## config.mk

```make
export PLATFORM = sky130hd
export DESIGN_NAME = pta_top
export DESIGN_NICKNAME = d
export VERILOG_FILES = /design/src/design/pta_pkg.sv /design/src/design/pta_clr_pulse.sv /design/src/design/pta_axis.sv /design/src/design/pta_top.sv
export SDC_FILE = /design/constraint.sdc
export NUM_CORES = 2
export LEC_CHECK = 0
export ABC_AREA = 0
export BUFFER_PORTS_ARGS = -buffer_cell sky130_fd_sc_hd__clkbuf_2
export CAP_MARGIN = 20
export CORE_MARGIN = 2
export CORE_UTILIZATION = 50
export CTS_CLUSTER_DIAMETER = 150
export DETAILED_ROUTE_END_ITERATION = 7
export PLACE_DENSITY = 0.73
export SYNTH_ARGS = -nofsm -noshare
export SYNTH_HDL_FRONTEND = slang
export SYNTH_HIERARCHICAL = 1
export SYNTH_SLANG_ARGS = --single-unit
```

## constraint.sdc

```tcl
create_clock -name i_mclk -period 12.1 [get_ports i_mclk]
set_input_delay 2.42 -clock i_mclk [delete_from_list [all_inputs] [get_ports i_mclk]]
set_output_delay 2.42 -clock i_mclk [all_outputs]
set_load 0.03 [all_outputs]
```

## src/design/pta_pkg.sv

```systemverilog
// shared constants, register map and types of the two-axis pulse train output
// assumes a single 50 MHz clock and a 32-bit APB register bus
package pta_pkg;

	// ****************************************
	// timing
	// ****************************************
	localparam int unsigned CLK_HZ        = 50_000_000;
	localparam int unsigned CLK_MHZ       = CLK_HZ / 1_000_000;
	localparam int unsigned CYC_PER_MS    = CLK_HZ / 1000;
	localparam int unsigned CLEAR_TIME_MS = 20;
	localparam int unsigned SCAN_TIME_US  = 1000;
	localparam logic [31:0] NCO_HALF      = 32'(CLK_HZ / 2);
	localparam logic [31:0] CYC_PER_MS_W  = 32'(CYC_PER_MS);

	// ****************************************
	// parameter limits
	// ****************************************
	localparam logic [31:0] MAX_SPEED_MIN = 32'h0000_000a;
	localparam logic [31:0] MAX_SPEED_MAX = 32'h0001_86a0;
	localparam logic [15:0] RAMP_MS_MIN   = 16'h0032;
	localparam logic [15:0] RAMP_MS_MAX   = 16'h1388;
	localparam logic [31:0] BASE_DIV      = 32'h0000_000a;

	// ****************************************
	// register map, byte addresses
	// ****************************************
	localparam logic [11:0] REG_CTRL     = 12'h000;
	localparam logic [11:0] REG_STATUS   = 12'h004;
	localparam logic [11:0] REG_IRQ_STAT = 12'h008;
	localparam logic [11:0] REG_IRQ_MASK = 12'h00c;
	localparam logic [11:0] REG_BASE     = 12'h010;
	localparam logic [11:0] REG_MAX_HI   = 12'h014;
	localparam logic [11:0] REG_MAX_LO   = 12'h018;
	localparam logic [11:0] REG_RAMP     = 12'h01c;
	localparam logic [11:0] AXIS_BASE    = 12'h040;
	localparam logic [11:0] AXIS_END     = 12'h0c0;
	localparam int unsigned AX_SEL_BIT   = 7;
	localparam int unsigned AX_OFF_W     = 6;
	localparam logic [5:0]  AX_TOT_HI    = 6'h00;
	localparam logic [5:0]  AX_TOT_LO    = 6'h04;
	localparam logic [5:0]  AX_POS_HI    = 6'h08;
	localparam logic [5:0]  AX_POS_LO    = 6'h0c;
	localparam logic [5:0]  AX_STAGE     = 6'h10;
	localparam logic [5:0]  AX_SPD_HI    = 6'h14;
	localparam logic [5:0]  AX_SPD_LO    = 6'h18;
	localparam logic [5:0]  AX_CNT_HI    = 6'h1c;
	localparam logic [5:0]  AX_CNT_LO    = 6'h20;
	localparam logic [5:0]  AX_CMD       = 6'h24;

	// ****************************************
	// fields and reset values
	// ****************************************
	localparam int unsigned NUM_AXES    = 2;
	localparam int unsigned CTRL_W      = 8;
	localparam int unsigned CTL_STOP    = 0;
	localparam int unsigned CTL_IRQ_EN  = 2;
	localparam int unsigned CTL_CLR_EN  = 4;
	localparam int unsigned CTL_DRIVE   = 5;
	localparam int unsigned CTL_GRAD    = 7;
	localparam int unsigned CMD_OP_LSB  = 0;
	localparam int unsigned CMD_DIR_BIT = 2;
	localparam logic [7:0]  CTRL_RST    = 8'h00;
	localparam logic [15:0] BASE_RST    = 16'h0000;
	localparam logic [31:0] MAX_RST     = 32'h0001_86a0;
	localparam logic [15:0] RAMP_RST    = 16'h0064;

	typedef enum logic [1:0] {OP_FIXED, OP_VAR, OP_ORIGIN, OP_ENV} pta_op_t;

endpackage

```

## src/design/pta_clr_pulse.sv

```systemverilog
// one-shot clear pulse of a fixed number of clock cycles
// assumes i_fire is a one-cycle strobe in the i_mclk domain
`timescale 1ns/1ps
module pta_clr_pulse #(
	parameter int unsigned CYCLES = 1_050_000
) (
	input  wire logic i_mclk,
	input  wire logic i_sys_rst,
	input  wire logic i_fire,
	output logic      o_out
);
	localparam int unsigned CW = $clog2(CYCLES + 1);
	logic [CW-1:0] cnt_r;

	always_ff @(posedge i_mclk) begin
		if (i_sys_rst) begin
			cnt_r <= '0;
			o_out <= 1'b0;
		end else if (i_fire) begin
			cnt_r <= CW'(CYCLES - 1);
			o_out <= 1'b1;
		end else if (cnt_r != '0) begin
			cnt_r <= cnt_r - 1'b1;
		end else begin
			o_out <= 1'b0;
		end
	end
endmodule

```

## src/design/pta_axis.sv

```systemverilog
// one pulse axis: phase accumulator pulse generator with linear ramp
// assumes parameters are stable while busy and start is a one-cycle strobe
`timescale 1ns/1ps
module pta_axis (
	input  wire logic             i_mclk,
	input  wire logic             i_sys_rst,
	input  wire logic             i_start,
	input  wire pta_pkg::pta_op_t i_op,
	input  wire logic             i_gradual,
	input  wire logic [31:0]      i_speed,
	input  wire logic [31:0]      i_count,
	input  wire logic             i_reload,
	input  wire logic [15:0]      i_base,
	input  wire logic [31:0]      i_max,
	input  wire logic [15:0]      i_ramp_ms,
	input  wire logic             i_halt,
	output logic                  o_pulse,
	output logic                  o_step,
	output logic                  o_busy,
	output logic                  o_done
);
	import pta_pkg::*;
	typedef enum logic {ST_IDLE, ST_RUN} pta_ast_t;

	pta_ast_t    st_r;
	pta_op_t     op_r;
	logic [31:0] cur_r;
	logic [31:0] phase_r;
	logic [31:0] racc_r;
	logic [31:0] left_r;

	wire         ramp     = (i_op == OP_ENV) || ((i_op == OP_VAR) && i_gradual);
	wire         ramp_run = (op_r == OP_ENV) || ((op_r == OP_VAR) && i_gradual);
	wire         counted  = (op_r == OP_FIXED) || (op_r == OP_ENV);
	wire [31:0]  span     = i_max - 32'(i_base);
	wire [31:0]  thr      = 32'(i_ramp_ms) * CYC_PER_MS_W;
	wire [31:0]  racc_sum = racc_r + span;
	wire         tick     = racc_sum >= thr;
	wire [31:0]  ph_sum   = phase_r + cur_r;
	wire         toggle   = ph_sum >= NCO_HALF;
	wire         rise     = toggle && !o_pulse && (!counted || left_r != '0);
	wire         finished = counted && left_r == '0 && !o_pulse;

	always_ff @(posedge i_mclk) begin
		if (i_sys_rst) begin
			st_r    <= ST_IDLE;
			op_r    <= OP_FIXED;
			cur_r   <= '0;
			phase_r <= '0;
			racc_r  <= '0;
			left_r  <= '0;
			o_pulse <= 1'b0;
			o_step  <= 1'b0;
			o_busy  <= 1'b0;
			o_done  <= 1'b0;
		end else begin
			o_step <= 1'b0;
			o_done <= 1'b0;
			case (st_r)
				ST_IDLE: begin
					if (i_start) begin
						st_r    <= ST_RUN;
						op_r    <= i_op;
						cur_r   <= ramp ? 32'(i_base) : i_speed;
						left_r  <= i_count;
						phase_r <= '0;
						racc_r  <= '0;
						o_busy  <= 1'b1;
					end
				end
				ST_RUN: begin
					if (i_halt || finished) begin
						st_r    <= ST_IDLE;
						o_pulse <= 1'b0;
						o_busy  <= 1'b0;
						o_done  <= 1'b1;
					end else begin
						if (i_start) begin
							left_r <= i_count;
						end else if (i_reload) begin
							left_r <= i_count;
						end else if (rise) begin
							left_r <= left_r - 1'b1;
						end
						phase_r <= toggle ? ph_sum - NCO_HALF : ph_sum;
						if (toggle && (o_pulse || rise)) begin
							o_pulse <= !o_pulse;
						end
						o_step <= rise;
						// one shared slope for every stage: span per ramp time
						if (ramp_run) begin
							racc_r <= tick ? racc_sum - thr : racc_sum;
							if (tick && cur_r < i_speed) begin
								cur_r <= cur_r + 1'b1;
							end else if (tick && cur_r > i_speed) begin
								cur_r <= cur_r - 1'b1;
							end
						end else begin
							cur_r <= i_speed;
						end
					end
				end
				default: st_r <= ST_IDLE;
			endcase
		end
	end
endmodule

```

## src/design/pta_top.sv

```systemverilog
// two-axis pulse plus direction output controller with APB registers
// assumes i_mclk at 50 MHz, synchronous reset, origin inputs asynchronous
// Operation
// - stop bit set inhibits that axis's pulses
// - busy bit reads on while axis pulses
// - done interrupt only when axis enable set
// - clear pulse only when clear enable set
// - origin reached: one clear pulse, 20ms+scan
// - drive bit allows re-driving fixed-count output
// - gradual bit ramps variable-speed frequency
// - each pulse updates total and absolute position
// - maximum speed accepted from 10 to 100000
// - ramp time accepted from 50 to 5000
// - base not below max/10 gives no pulses
// - speed outside base..max gives no pulses
// - envelope stage readable per axis
// - same acceleration slope for all stages
`timescale 1ns/1ps
module pta_top #(
	parameter int unsigned SCAN_TIME_US = pta_pkg::SCAN_TIME_US,
	parameter int unsigned CLEAR_CYCLES =
		(pta_pkg::CLEAR_TIME_MS * 1000 + SCAN_TIME_US) * pta_pkg::CLK_MHZ
) (
	input  wire logic        i_mclk,
	input  wire logic        i_sys_rst,
	input  wire logic        i_psel,
	input  wire logic        i_penable,
	input  wire logic        i_pwrite,
	input  wire logic [11:0] i_paddr,
	input  wire logic [31:0] i_pwdata,
	output logic      [31:0] o_prdata,
	output logic             o_pready,
	output logic             o_pslverr,
	input  wire logic        i_axis0_origin,
	input  wire logic        i_axis1_origin,
	output logic             o_axis0_pulse_pin,
	output logic             o_axis1_pulse_pin,
	output logic             o_axis0_dir,
	output logic             o_axis1_dir,
	output logic             o_clear_out_pin_a,
	output logic             o_clear_out_pin_b,
	output logic             o_irq
);
	import pta_pkg::*;

	// ****************************************
	// functions
	// ****************************************
	function automatic logic [31:0] put_half(input logic [31:0] old, input logic hi,
		input logic [31:0] wd);
		put_half = hi ? {wd[15:0], old[15:0]} : {old[31:16], wd[15:0]};
	endfunction

	function automatic logic speed_ok(input logic [31:0] s, input logic [15:0] b,
		input logic [31:0] m);
		speed_ok = (s >= 32'(b)) && (s <= m);
	endfunction

	// ****************************************
	// state
	// ****************************************
	logic [CTRL_W-1:0]   ctrl_r;
	logic [NUM_AXES-1:0] irq_stat_r;
	logic [NUM_AXES-1:0] irq_mask_r;
	logic [15:0]         base_r;
	logic [31:0]         max_r;
	logic [15:0]         ramp_r;
	logic [31:0]         total_r [NUM_AXES];
	logic [31:0]         pos_r   [NUM_AXES];
	logic [31:0]         speed_r [NUM_AXES];
	logic [31:0]         count_r [NUM_AXES];
	logic [15:0]         stage_r [NUM_AXES];
	pta_op_t             op_r    [NUM_AXES];
	logic [NUM_AXES-1:0] dir_r;
	logic [NUM_AXES-1:0] org_s1_r;
	logic [NUM_AXES-1:0] org_s2_r;
	logic [NUM_AXES-1:0] org_s3_r;
	logic                pready_r;
	logic [31:0]         prdata_r;
	logic                pslverr_r;
	logic [NUM_AXES-1:0] pulse_pin_r;
	logic                irq_r;
	logic [NUM_AXES-1:0] busy;
	logic [NUM_AXES-1:0] done;
	logic [NUM_AXES-1:0] step;
	logic [NUM_AXES-1:0] pulse;
	logic [NUM_AXES-1:0] clear_pin;
	logic [31:0]         rd_data;
	logic                rd_ok;

	// ****************************************
	// bus decode
	// ****************************************
	wire                acc      = i_psel && i_penable;
	wire                wr_fire  = acc && i_pwrite && pready_r;
	wire                in_ax    = (i_paddr >= AXIS_BASE) && (i_paddr < AXIS_END);
	wire                ax       = i_paddr[AX_SEL_BIT];
	wire [AX_OFF_W-1:0] off      = i_paddr[AX_OFF_W-1:0];
	wire                ax_wr    = wr_fire && in_ax;
	wire                w_ctrl   = wr_fire && (i_paddr == REG_CTRL);
	wire                w_istat  = wr_fire && (i_paddr == REG_IRQ_STAT);
	wire                w_imask  = wr_fire && (i_paddr == REG_IRQ_MASK);
	wire                w_base   = wr_fire && (i_paddr == REG_BASE);
	wire                w_max_hi = wr_fire && (i_paddr == REG_MAX_HI);
	wire                w_max_lo = wr_fire && (i_paddr == REG_MAX_LO);
	wire                w_ramp   = wr_fire && (i_paddr == REG_RAMP);
	wire pta_op_t       cmd_op   = pta_op_t'(i_pwdata[CMD_OP_LSB +: 2]);

	// ****************************************
	// shared parameter checks
	// ****************************************
	wire max_ok  = (max_r >= MAX_SPEED_MIN) && (max_r <= MAX_SPEED_MAX);
	wire ramp_ok = (ramp_r >= RAMP_MS_MIN) && (ramp_r <= RAMP_MS_MAX);
	wire base_ok = (32'(base_r) * BASE_DIV) < max_r;
	wire prm_ok  = max_ok && ramp_ok && base_ok;

	always_comb begin
		rd_data = '0;
		rd_ok   = 1'b1;
		if (i_paddr == REG_CTRL) begin
			rd_data = 32'(ctrl_r);
		end else if (i_paddr == REG_STATUS) begin
			rd_data = 32'(busy);
		end else if (i_paddr == REG_IRQ_STAT) begin
			rd_data = 32'(irq_stat_r);
		end else if (i_paddr == REG_IRQ_MASK) begin
			rd_data = 32'(irq_mask_r);
		end else if (i_paddr == REG_BASE) begin
			rd_data = 32'(base_r);
		end else if (i_paddr == REG_MAX_HI) begin
			rd_data = 32'(max_r[31:16]);
		end else if (i_paddr == REG_MAX_LO) begin
			rd_data = 32'(max_r[15:0]);
		end else if (i_paddr == REG_RAMP) begin
			rd_data = 32'(ramp_r);
		end else if (in_ax && off == AX_TOT_HI) begin
			rd_data = 32'(total_r[ax][31:16]);
		end else if (in_ax && off == AX_TOT_LO) begin
			rd_data = 32'(total_r[ax][15:0]);
		end else if (in_ax && off == AX_POS_HI) begin
			rd_data = 32'(pos_r[ax][31:16]);
		end else if (in_ax && off == AX_POS_LO) begin
			rd_data = 32'(pos_r[ax][15:0]);
		end else if (in_ax && off == AX_STAGE) begin
			rd_data = 32'(stage_r[ax]);
		end else if (in_ax && off == AX_SPD_HI) begin
			rd_data = 32'(speed_r[ax][31:16]);
		end else if (in_ax && off == AX_SPD_LO) begin
			rd_data = 32'(speed_r[ax][15:0]);
		end else if (in_ax && off == AX_CNT_HI) begin
			rd_data = 32'(count_r[ax][31:16]);
		end else if (in_ax && off == AX_CNT_LO) begin
			rd_data = 32'(count_r[ax][15:0]);
		end else if (in_ax && off == AX_CMD) begin
			rd_data = {29'h0, dir_r[ax], op_r[ax]};
		end else begin
			rd_ok = 1'b0;
		end
	end

	// ****************************************
	// apb slave: one wait state, answer registered
	// ****************************************
	always_ff @(posedge i_mclk) begin
		if (i_sys_rst) begin
			pready_r  <= 1'b0;
			prdata_r  <= '0;
			pslverr_r <= 1'b0;
		end else begin
			pready_r  <= acc && !pready_r;
			prdata_r  <= (acc && !pready_r && !i_pwrite) ? rd_data : '0;
			pslverr_r <= acc && !pready_r && !rd_ok;
		end
	end

	// ****************************************
	// shared registers and interrupts
	// ****************************************
	wire [NUM_AXES-1:0] irq_set = done & ctrl_r[CTL_IRQ_EN +: NUM_AXES];
	wire [NUM_AXES-1:0] irq_clr = w_istat ? i_pwdata[NUM_AXES-1:0] : '0;

	always_ff @(posedge i_mclk) begin
		if (i_sys_rst) begin
			ctrl_r     <= CTRL_RST;
			irq_stat_r <= '0;
			irq_mask_r <= '0;
			base_r     <= BASE_RST;
			max_r      <= MAX_RST;
			ramp_r     <= RAMP_RST;
			irq_r      <= 1'b0;
		end else begin
			if (w_ctrl) ctrl_r <= i_pwdata[CTRL_W-1:0];
			if (w_imask) irq_mask_r <= i_pwdata[NUM_AXES-1:0];
			if (w_base) base_r <= i_pwdata[15:0];
			if (w_max_hi || w_max_lo) max_r <= put_half(max_r, w_max_hi, i_pwdata);
			if (w_ramp) ramp_r <= i_pwdata[15:0];
			irq_stat_r <= (irq_stat_r & ~irq_clr) | irq_set;
			irq_r      <= |(irq_stat_r & irq_mask_r);
		end
	end

	// ****************************************
	// origin input synchroniser
	// ****************************************
	always_ff @(posedge i_mclk) begin
		if (i_sys_rst) begin
			org_s1_r <= '0;
			org_s2_r <= '0;
			org_s3_r <= '0;
		end else begin
			org_s1_r <= {i_axis1_origin, i_axis0_origin};
			org_s2_r <= org_s1_r;
			org_s3_r <= org_s2_r;
		end
	end

	// ****************************************
	// per-axis command, position and generator
	// ****************************************
	for (genvar a = 0; a < NUM_AXES; a++) begin : g_ax
		wire sel      = in_ax && (ax == 1'(a));
		wire stop     = ctrl_r[CTL_STOP + a];
		wire fixed_rd = ctrl_r[CTL_DRIVE + a] && cmd_op == OP_FIXED && op_r[a] == OP_FIXED;
		wire may_run  = !busy[a] || fixed_rd;
		wire cmd_wr   = ax_wr && sel && off == AX_CMD;
		wire accept   = cmd_wr && prm_ok && !stop && may_run &&
			speed_ok(speed_r[a], base_r, max_r);
		wire env_run  = busy[a] && op_r[a] == OP_ENV;
		wire reload   = ax_wr && sel && off == AX_CNT_LO && env_run;
		wire org_hit  = org_s2_r[a] && !org_s3_r[a] && busy[a] && op_r[a] == OP_ORIGIN;
		wire clr_fire = org_hit && ctrl_r[CTL_CLR_EN];
		wire halt     = stop || org_hit;
		wire w_tot    = ax_wr && sel && (off == AX_TOT_HI || off == AX_TOT_LO);
		wire w_pos    = ax_wr && sel && (off == AX_POS_HI || off == AX_POS_LO);
		wire w_spd    = ax_wr && sel && (off == AX_SPD_HI || off == AX_SPD_LO);
		wire w_cnt    = ax_wr && sel && (off == AX_CNT_HI || off == AX_CNT_LO);
		wire hi_half  = off == AX_TOT_HI || off == AX_POS_HI ||
			off == AX_SPD_HI || off == AX_CNT_HI;

		always_ff @(posedge i_mclk) begin
			if (i_sys_rst) begin
				total_r[a]     <= '0;
				pos_r[a]       <= '0;
				speed_r[a]     <= '0;
				count_r[a]     <= '0;
				stage_r[a]     <= '0;
				op_r[a]        <= OP_FIXED;
				dir_r[a]       <= 1'b0;
				pulse_pin_r[a] <= 1'b0;
			end else begin
				if (w_tot) begin
					total_r[a] <= put_half(total_r[a], hi_half, i_pwdata);
				end else if (step[a]) begin
					total_r[a] <= total_r[a] + 1'b1;
				end
				if (w_pos) begin
					pos_r[a] <= put_half(pos_r[a], hi_half, i_pwdata);
				end else if (step[a]) begin
					pos_r[a] <= dir_r[a] ? pos_r[a] + 1'b1 : pos_r[a] - 1'b1;
				end
				if (w_spd) speed_r[a] <= put_half(speed_r[a], hi_half, i_pwdata);
				if (w_cnt) count_r[a] <= put_half(count_r[a], hi_half, i_pwdata);
				if (accept) begin
					op_r[a]    <= cmd_op;
					dir_r[a]   <= i_pwdata[CMD_DIR_BIT];
					stage_r[a] <= (cmd_op == OP_ENV) ? 16'h0001 : 16'h0000;
				end else if (reload) begin
					stage_r[a] <= stage_r[a] + 1'b1;
				end else if (done[a]) begin
					stage_r[a] <= 16'h0000;
				end
				pulse_pin_r[a] <= pulse[a] && !stop;
			end
		end

		pta_axis u_axis (
			.i_mclk    (i_mclk),
			.i_sys_rst (i_sys_rst),
			.i_start   (accept),
			.i_op      (cmd_op),
			.i_gradual (ctrl_r[CTL_GRAD]),
			.i_speed   (speed_r[a]),
			.i_count   (count_r[a]),
			.i_reload  (reload),
			.i_base    (base_r),
			.i_max     (max_r),
			.i_ramp_ms (ramp_r),
			.i_halt    (halt),
			.o_pulse   (pulse[a]),
			.o_step    (step[a]),
			.o_busy    (busy[a]),
			.o_done    (done[a])
		);

		pta_clr_pulse #(
			.CYCLES (CLEAR_CYCLES)
		) u_clr (
			.i_mclk    (i_mclk),
			.i_sys_rst (i_sys_rst),
			.i_fire    (clr_fire),
			.o_out     (clear_pin[a])
		);
	end

	// ****************************************
	// outputs
	// ****************************************
	assign o_prdata          = prdata_r;
	assign o_pready          = pready_r;
	assign o_pslverr         = pslverr_r;
	assign o_axis0_pulse_pin = pulse_pin_r[0];
	assign o_axis1_pulse_pin = pulse_pin_r[1];
	assign o_axis0_dir       = dir_r[0];
	assign o_axis1_dir       = dir_r[1];
	assign o_clear_out_pin_a = clear_pin[0];
	assign o_clear_out_pin_b = clear_pin[1];
	assign o_irq             = irq_r;

endmodule

```

== After elaboration in Yosys (flattened, before gate mapping) ==
Memory sizes are Yosys's and may differ from the RTL's.
Cells that the tools add are included.

* Register bits: 435
* Bits in writable memories: 292
* Output and inout bits: 41
* Memories kept: 6

* Add/sub/neg operators: 25
* Multipliers: 2
* $lt $le $gt $ge: 20
* Equality and inequality tests: 40
* Multiplexer cells: 200
* Bitwise gates (word level): 30
* Reduce and logical (&&, ||, !) cells: 169

{| class="wikitable"
|+ Memories
! name !! words !! width !! rd ports !! clocked after Yosys merged registers in !! wr ports !! RTL line !! text
|-
| count_r || 2 || 32 || 3 || 0 || 2 || pta_top.sv:71 || <nowiki>logic [31:0] count_r [NUM_AXES];</nowiki>
|-
| pos_r || 2 || 32 || 3 || 0 || 2 || pta_top.sv:69 || <nowiki>logic [31:0] pos_r [NUM_AXES];</nowiki>
|-
| speed_r || 2 || 32 || 3 || 0 || 2 || pta_top.sv:70 || <nowiki>logic [31:0] speed_r [NUM_AXES];</nowiki>
|-
| total_r || 2 || 32 || 3 || 0 || 2 || pta_top.sv:68 || <nowiki>logic [31:0] total_r [NUM_AXES];</nowiki>
|-
| stage_r || 2 || 16 || 3 || 0 || 2 || pta_top.sv:72 || <nowiki>logic [15:0] stage_r [NUM_AXES];</nowiki>
|-
| op_r || 2 || 2 || 3 || 0 || 2 || pta_top.sv:73 || <nowiki>pta_op_t op_r [NUM_AXES];</nowiki>
|}

{| class="wikitable"
|+ Operators by type and width
! operator !! number
|-
| 2-to-1 mux 32 bit || 56
|-
| one-hot mux 32 bit (2 select lines) || 8
|-
| 2-to-1 mux 16 bit || 19
|-
| adder 32 x 1 -> 32 bit, second input constant || 6
|-
| subtractor 32 x 1 -> 32 bit, second input constant || 6
|-
| adder 32 bit || 4
|-
| 2-to-1 mux 1 bit || 101
|-
| logical AND 1 bit || 90
|-
| 2-to-1 mux 21 bit || 4
|-
| greater-or-equal comparator 32 x 16 -> 1 bit || 2
|-
| greater-or-equal comparator 32 x 25 -> 1 bit, second input constant || 2
|-
| greater-or-equal comparator 32 bit || 2
|-
| greater-than comparator 32 bit || 2
|-
| <= comparator 32 bit || 2
|-
| logical NOT 32 bit || 2
|-
| < comparator 32 bit || 2
|-
| nonzero test 32 bit || 2
|-
| subtractor 32 x 25 -> 32 bit, second input constant || 2
|-
| subtractor 32 bit || 2
|-
| == test 12 x 5 -> 1 bit, second input constant || 4
|-
| nonzero test 21 bit || 2
|-
| subtractor 21 x 1 -> 21 bit, second input constant || 2
|-
| adder 16 x 1 -> 16 bit, second input constant || 2
|-
| greater-or-equal comparator 32 x 4 -> 1 bit, second input constant || 1
|-
| 41 further kinds || 161
|}

== Logic depth before layout (Yosys ltp) ==
* Depth in word-level cells: 23
* Gate-level depth with buffers: 43

== Cells and area by module ==
Netlist, hierarchy kept.

{| class="wikitable"
|+ By module, submodules not included
! module !! times used !! cells each !! area each (µm²) !! seq. area each (µm²)
|-
| pta_top || 1 || 2876 || 27008.4 || 10870.4
|-
| pta_axis (g_ax[0].u_axis) || 1 || 2349 || 18017.3 || 2702.6
|-
| pta_axis (g_ax[1].u_axis) || 1 || 2339 || 17974.7 || 2702.6
|-
| pta_clr_pulse || 2 || 128 || 1133.6 || 440.4
|}

== Worst setup path before layout ==
OpenSTA, ideal clock, no wires.

* Kind: register -> register
* Start: reg ramp_r[2]
* End: reg g_ax[0].u_axis.cur_r[24]
* Setup time: 0.134 ns
* Arrival time: 9.426 ns
* Path slack: 2.540 ns
* Stages on the path, launching flop included: 41
* Buffers on the path: 2
* Cells stage by stage: dfxtp_1 > ha_1 > ha_1 > xor2_1 > ha_1 > a31o_2 > fa_1 > inv_1 > fa_1 > inv_1 > ha_1 > or2_2 > a21oi_1 > a21oi_1 > and2_1 > o21a_1 > o21ai_0 > nand2b_1 > (+5 left out) > a311oi_1 > nand2_1 > a21boi_1 > clkbuf_1 > clkbuf_1 > or2_2 > ha_1 > nor2b_1 > o21a_1 > o21ai_0 > a211o_1 > nand3_1 > a311oi_1 > o21ai_0 > a21o_1 > a211o_1 > a211oi_1 > nor4_1

* Word-level cells in the longest chain between the ends: 10
* Elaborated cells between the ends (all ways): 20
* Classes of those cells: mul (1); order compare (3); eq/ne (2); mux (4); reduce/logical (10)

{| class="wikitable"
|+ RTL lines
! item !! RTL line !! text
|-
| start, declared || pta_top.sv:67 || <nowiki>logic [15:0] ramp_r;</nowiki>
|-
| start signal, assigned || pta_top.sv:196 || <nowiki>if (w_ramp) ramp_r <= i_pwdata[15:0];</nowiki>
|-
| branches (longest 10 deep; another with greater-or-equal comparator 32 bit) || n/a ||
|-
| end signal, assigned || pta_axis.sv:94 || <nowiki>cur_r <= cur_r + 1'b1;</nowiki>
|-
| end signal, assigned || pta_axis.sv:96 || <nowiki>cur_r <= cur_r - 1'b1;</nowiki>
|-
| end signal, assigned || pta_axis.sv:99 || <nowiki>cur_r <= i_speed;</nowiki>
|-
| end, declared || pta_axis.sv:27 || <nowiki>logic [31:0] cur_r;</nowiki>
|}

Parallel ways; which one is timed is not known. The select of a mux whose other input is x is not followed.
A chain may end at the register's enable or synchronous reset.

== Worst setup path after layout ==
* Start: reg ramp_r[6]
* End: reg g_ax[0].u_axis.cur_r[28]

Same word-level chain as after synthesis.

==> impl_results.md <==
- H-tree depth: 3
- Tmin final: 11.03 ns
- Avg Cell Area, Syn: 8.35 um2
- Final hold violations: 0
- WP data arrival: 11.60 ns
- Async set-reset flop share out of synthesis: 0
- Area Overhead vs Synth: 7.67%
- Total Wirelength: 217 mm
- First-pass GRT wire length: 331 mm
- Initial antenna violation count: 11
- Largest net degree at the start of global routing: 96
- Clock sink count: 711
- Fill cell count: 11870
- Ports: 92
- Clk Latency, worst-skew pair: 0.71 ns
- Max Slew Vio Count: 0
- Final hold slack: 0.453 ns
- CTS tree: done
- Seq pwr share: 0.435
- Hold_buf cts: 0
- Final Skew: 0.0419 ns
- Max stage delay on crit path: 0.90 ns
- Buffers on Ports: 59
- Grt total ovfl: 0
- Pint: 4.42 mW
- Pleak: 30.1 nW
- Synth Warn #: 6
- Crit path kind: flop to flop
- Slowest-stage cell, CP: dfxtp_1
- CP Launch Type: flop
- DIE HEIGHT: 365 um
- Mapped Area: 65300 um2
- Critical Path Stages: 37
- Core Region: 129000 um2
- Gate power share: 0.121
- Setup TNS: 0 ns
- CP delay by family, top: compound AO/OA/AOI/OAI gates
- Yosys cell types: 125
- Vias in the first global route: 57210
- Most common cell on crit path: ha_1
- FF-to-FF Start: ramp_r[6]
- Worst Reg2Reg Path Length in Cells: 37
- Seq/Total Area, Yosys: 0.263
- Final instance area: 70300 um2
- Final Cycle Share: 0.911
- Flops & latches, synth: 711
- Die X: 365 um
- Pwr dens: 87.3 nW/um2
- Routed vias/inst: 6.31
- First-pass iteration count of the detailed router: 8
- Maxcap violations: 0
- Avg WL per Cell: 22.7 um
- Final setup fails: 0
- Vias: 60482
- Clock tree buffer depth: 3
- Switching power: 1.71 mW
- Hold path depth: 2
- Worst slew margin: 0.127
- CP bufs+invs: 4
- Synth Flop Type: dfxtp_1
- Share of cells above drive strength 1: 0.0644
- Crit Path Max Fanout: 31
- Dpl hpwl: 162 mm
- Reg clk slew, reported paths: 0.06 ns
- Post-layout net count: 8709
- FMAX: 0.0907 GHz
- Setup slack after layout: 1.07 ns
- RR Endpoint: g_ax[0].u_axis/cur_r[28]
- Worst Hold Class: flop to flop
- Status: finished clean
- Die area: 133000 um2
- Worst slew pin tran: 1.30 ns
- Critical Path End Type: flop
- Clock root buffer: clkbuf_16
- Starting DRT DRC Count: 6373
- Hold Path Origin: g_ax[1].u_axis/phase_r[24]
- Placed Area: 67300 um2
- Post-DRT Antenna Nets: 0
- Number of flops mapped to enable cells by yosys: 292
- Row cnt: 132
- GR Util All Layers: 0.318
- Unrepaired setup endpoints after global routing: no
- Worst R2R Setup Slack: 1.07 ns
- Clock Power Share: 0.444
- Initial Util: 0.504
- # DRC: 0
- Crit path required time: 12.67 ns
- Setup WS pre-CTS: 1.17 ns
- Routability congestion estimate: 1.02
- TritonCTS buffer count: 84
- Post-CTS Setup Inserts: 0
- Hold Path End: g_ax[1].u_axis/phase_r[24]
- Post-Syn Instances: 7820
- Post-cts repair resize count: 0
- Sw frac: 0.279
- Peak supply drop: 0.115 mV
==> stage by stage <==
| stage | total power, mW | util | cells |
|---|---|---|---|
| 2_1_floorplan | 3.26 | - | 7835 |
| 6_report | 6.13 | 0.543 | 9581 |
| 4_1_cts | 6.14 | 0.542 | 9576 |
| 3_3_place_gp | 3.42 | 0.519 | 9416 |
| 3_5_place_dp | 3.44 | 0.520 | 9419 |
| 5_1_grt | 6.32 | 0.543 | 9579 |
==> synthesized netlist by cell type, types with 79 or more instances <==
master | instances | area (um2)
a211oi_1 | 105 | 788
a21o_1 | 182 | 1370
a21oi_1 | 543 | 2720
a31oi_1 | 95 | 594
and2_1 | 162 | 1010
clkbuf_1 | 240 | 901
dfxtp_1 | 419 | 8390
edfxtp_1 | 292 | 8770
fa_1 | 117 | 2340
ha_1 | 775 | 9700
inv_1 | 729 | 2740
mux2i_1 | 158 | 1580
nand2_1 | 651 | 2440
nand2b_1 | 87 | 544
nand3_1 | 202 | 1010
nand4_1 | 104 | 651
nor2_1 | 575 | 2160
nor2b_1 | 79 | 494
nor3_1 | 182 | 911
nor4_1 | 82 | 513
o211ai_1 | 90 | 676
o21ai_0 | 317 | 1590
o22ai_1 | 115 | 719
xnor2_1 | 287 | 2510
xor2_1 | 182 | 1590
==> state kept, by name, summed over array words and instances, names as in the netlist, 8 cells and up <==
name and flops:
speed_r 64, total_r 64, g_ax.u_axis/left_r 64, g_ax.u_axis/racc_r 64, g_ax.u_clr/cnt_r 42, ramp_r 16, o_prdata 16, g_ax.u_axis/phase_r 64
pos_r 64, max_r 32, ctrl_r 8, base_r 16, count_r 64, g_ax.u_axis/cur_r 64, stage_r 32
==> power by group through the flow <==
| stage | Combinational [mW] | Sequential [mW] | Clock [mW] |
|---|---|---|---|
| floorplan | 0.583 | 2.68 | 0 |
| global placement | 0.707 | 2.71 | 0 |
| detailed placement | 0.723 | 2.71 | 0 |
| CTS | 0.728 | 2.66 | 2.75 |
| global route | 0.804 | 2.68 | 2.84 |
| finish | 0.740 | 2.67 | 2.73 |
==> routing by layer <==
layer / global-route usage / vias up / routed length [um]
met5: 0 / - / 67
met1: 0.421 / 28777 / 89000
li1: - / 28186 / -
met3: 0.0488 / 634 / 20300
met4: 0.175 / 10 / 13200
met2: 0.497 / 2875 / 94600
==> how the worst max path moves through the flow <==
stage                          from                  endpoint
final                     ramp_r[6]  g_ax[0].u_axis/cur_r[28]
after global routing      ramp_r[6]  g_ax[0].u_axis/cur_r[28]
after CTS                 ramp_r[6]  g_ax[0].u_axis/cur_r[28]
after detailed placement  ramp_r[6]  g_ax[0].u_axis/cur_r[28]
after global placement    ramp_r[6]  g_ax[0].u_axis/cur_r[28]
after floorplan           ramp_r[2]  g_ax[0].u_axis/cur_r[24]
==> layout make-up <==
cell class                      count  area, um2  area share
Clock inverter                     40        484     0.00689
Clock buffer                      117       2440      0.0348
Tap cell                         1742       2180      0.0310
Multi-Input combinational cell   6077      44100       0.628
Timing Repair Buffer              162       1130      0.0161
Sequential cell                   711      17200       0.244
Antenna cell                        2       5.00   0.0000712
Inverter                          730       2740      0.0390
==> kinds of logic after synthesis <==
| kind of cell | synth area share |
|---|---|
| AND/OR/NAND/NOR | 0.188 |
| adder cells (fa/ha/maj) | 0.184 |
| XOR/XNOR | 0.0629 |
| multiplexers | 0.0304 |
| buffers and inverters | 0.0627 |
| AO/OA/AOI/OAI | 0.208 |
| other | 0.0000575 |
| flip-flops | 0.263 |
==> layout by cell type (no fill, tap or decap), types with 66 or more instances in the layout <==
| cell | netlist | layout |
|---|---|---|
| o21ai_0 | 317 | 317 |
| mux2i_1 | 158 | 158 |
| o211ai_1 | 90 | 90 |
| nor2_1 | 575 | 567 |
| nand2_1 | 651 | 651 |
| nor4_1 | 82 | 81 |
| buf_4 | 17 | 96 |
| and2_1 | 162 | 162 |
| nor2b_1 | 79 | 79 |
| nor3_1 | 182 | 182 |
| nand2b_1 | 87 | 87 |
| ha_1 | 775 | 775 |
| o22ai_1 | 115 | 115 |
| a22oi_1 | 66 | 66 |
| a21oi_1 | 543 | 543 |
| nand4_1 | 104 | 104 |
| a211oi_1 | 105 | 105 |
| inv_1 | 729 | 729 |
| nand3_1 | 202 | 202 |
| dfxtp_1 | 419 | 419 |
| xor2_1 | 182 | 182 |
| clkbuf_16 | 0 | 87 |
| fa_1 | 117 | 117 |
| edfxtp_1 | 292 | 292 |
| xnor2_1 | 287 | 287 |
| a21o_1 | 182 | 182 |
| a31oi_1 | 95 | 95 |
==> worst min-delay path: stages, from the launching register on <==
cell     delay (ns)
dfxtp_1        0.31
nand2_1        0.05
o21ai_1        0.05
No activity file was read; power rests on OpenSTA's default activity.
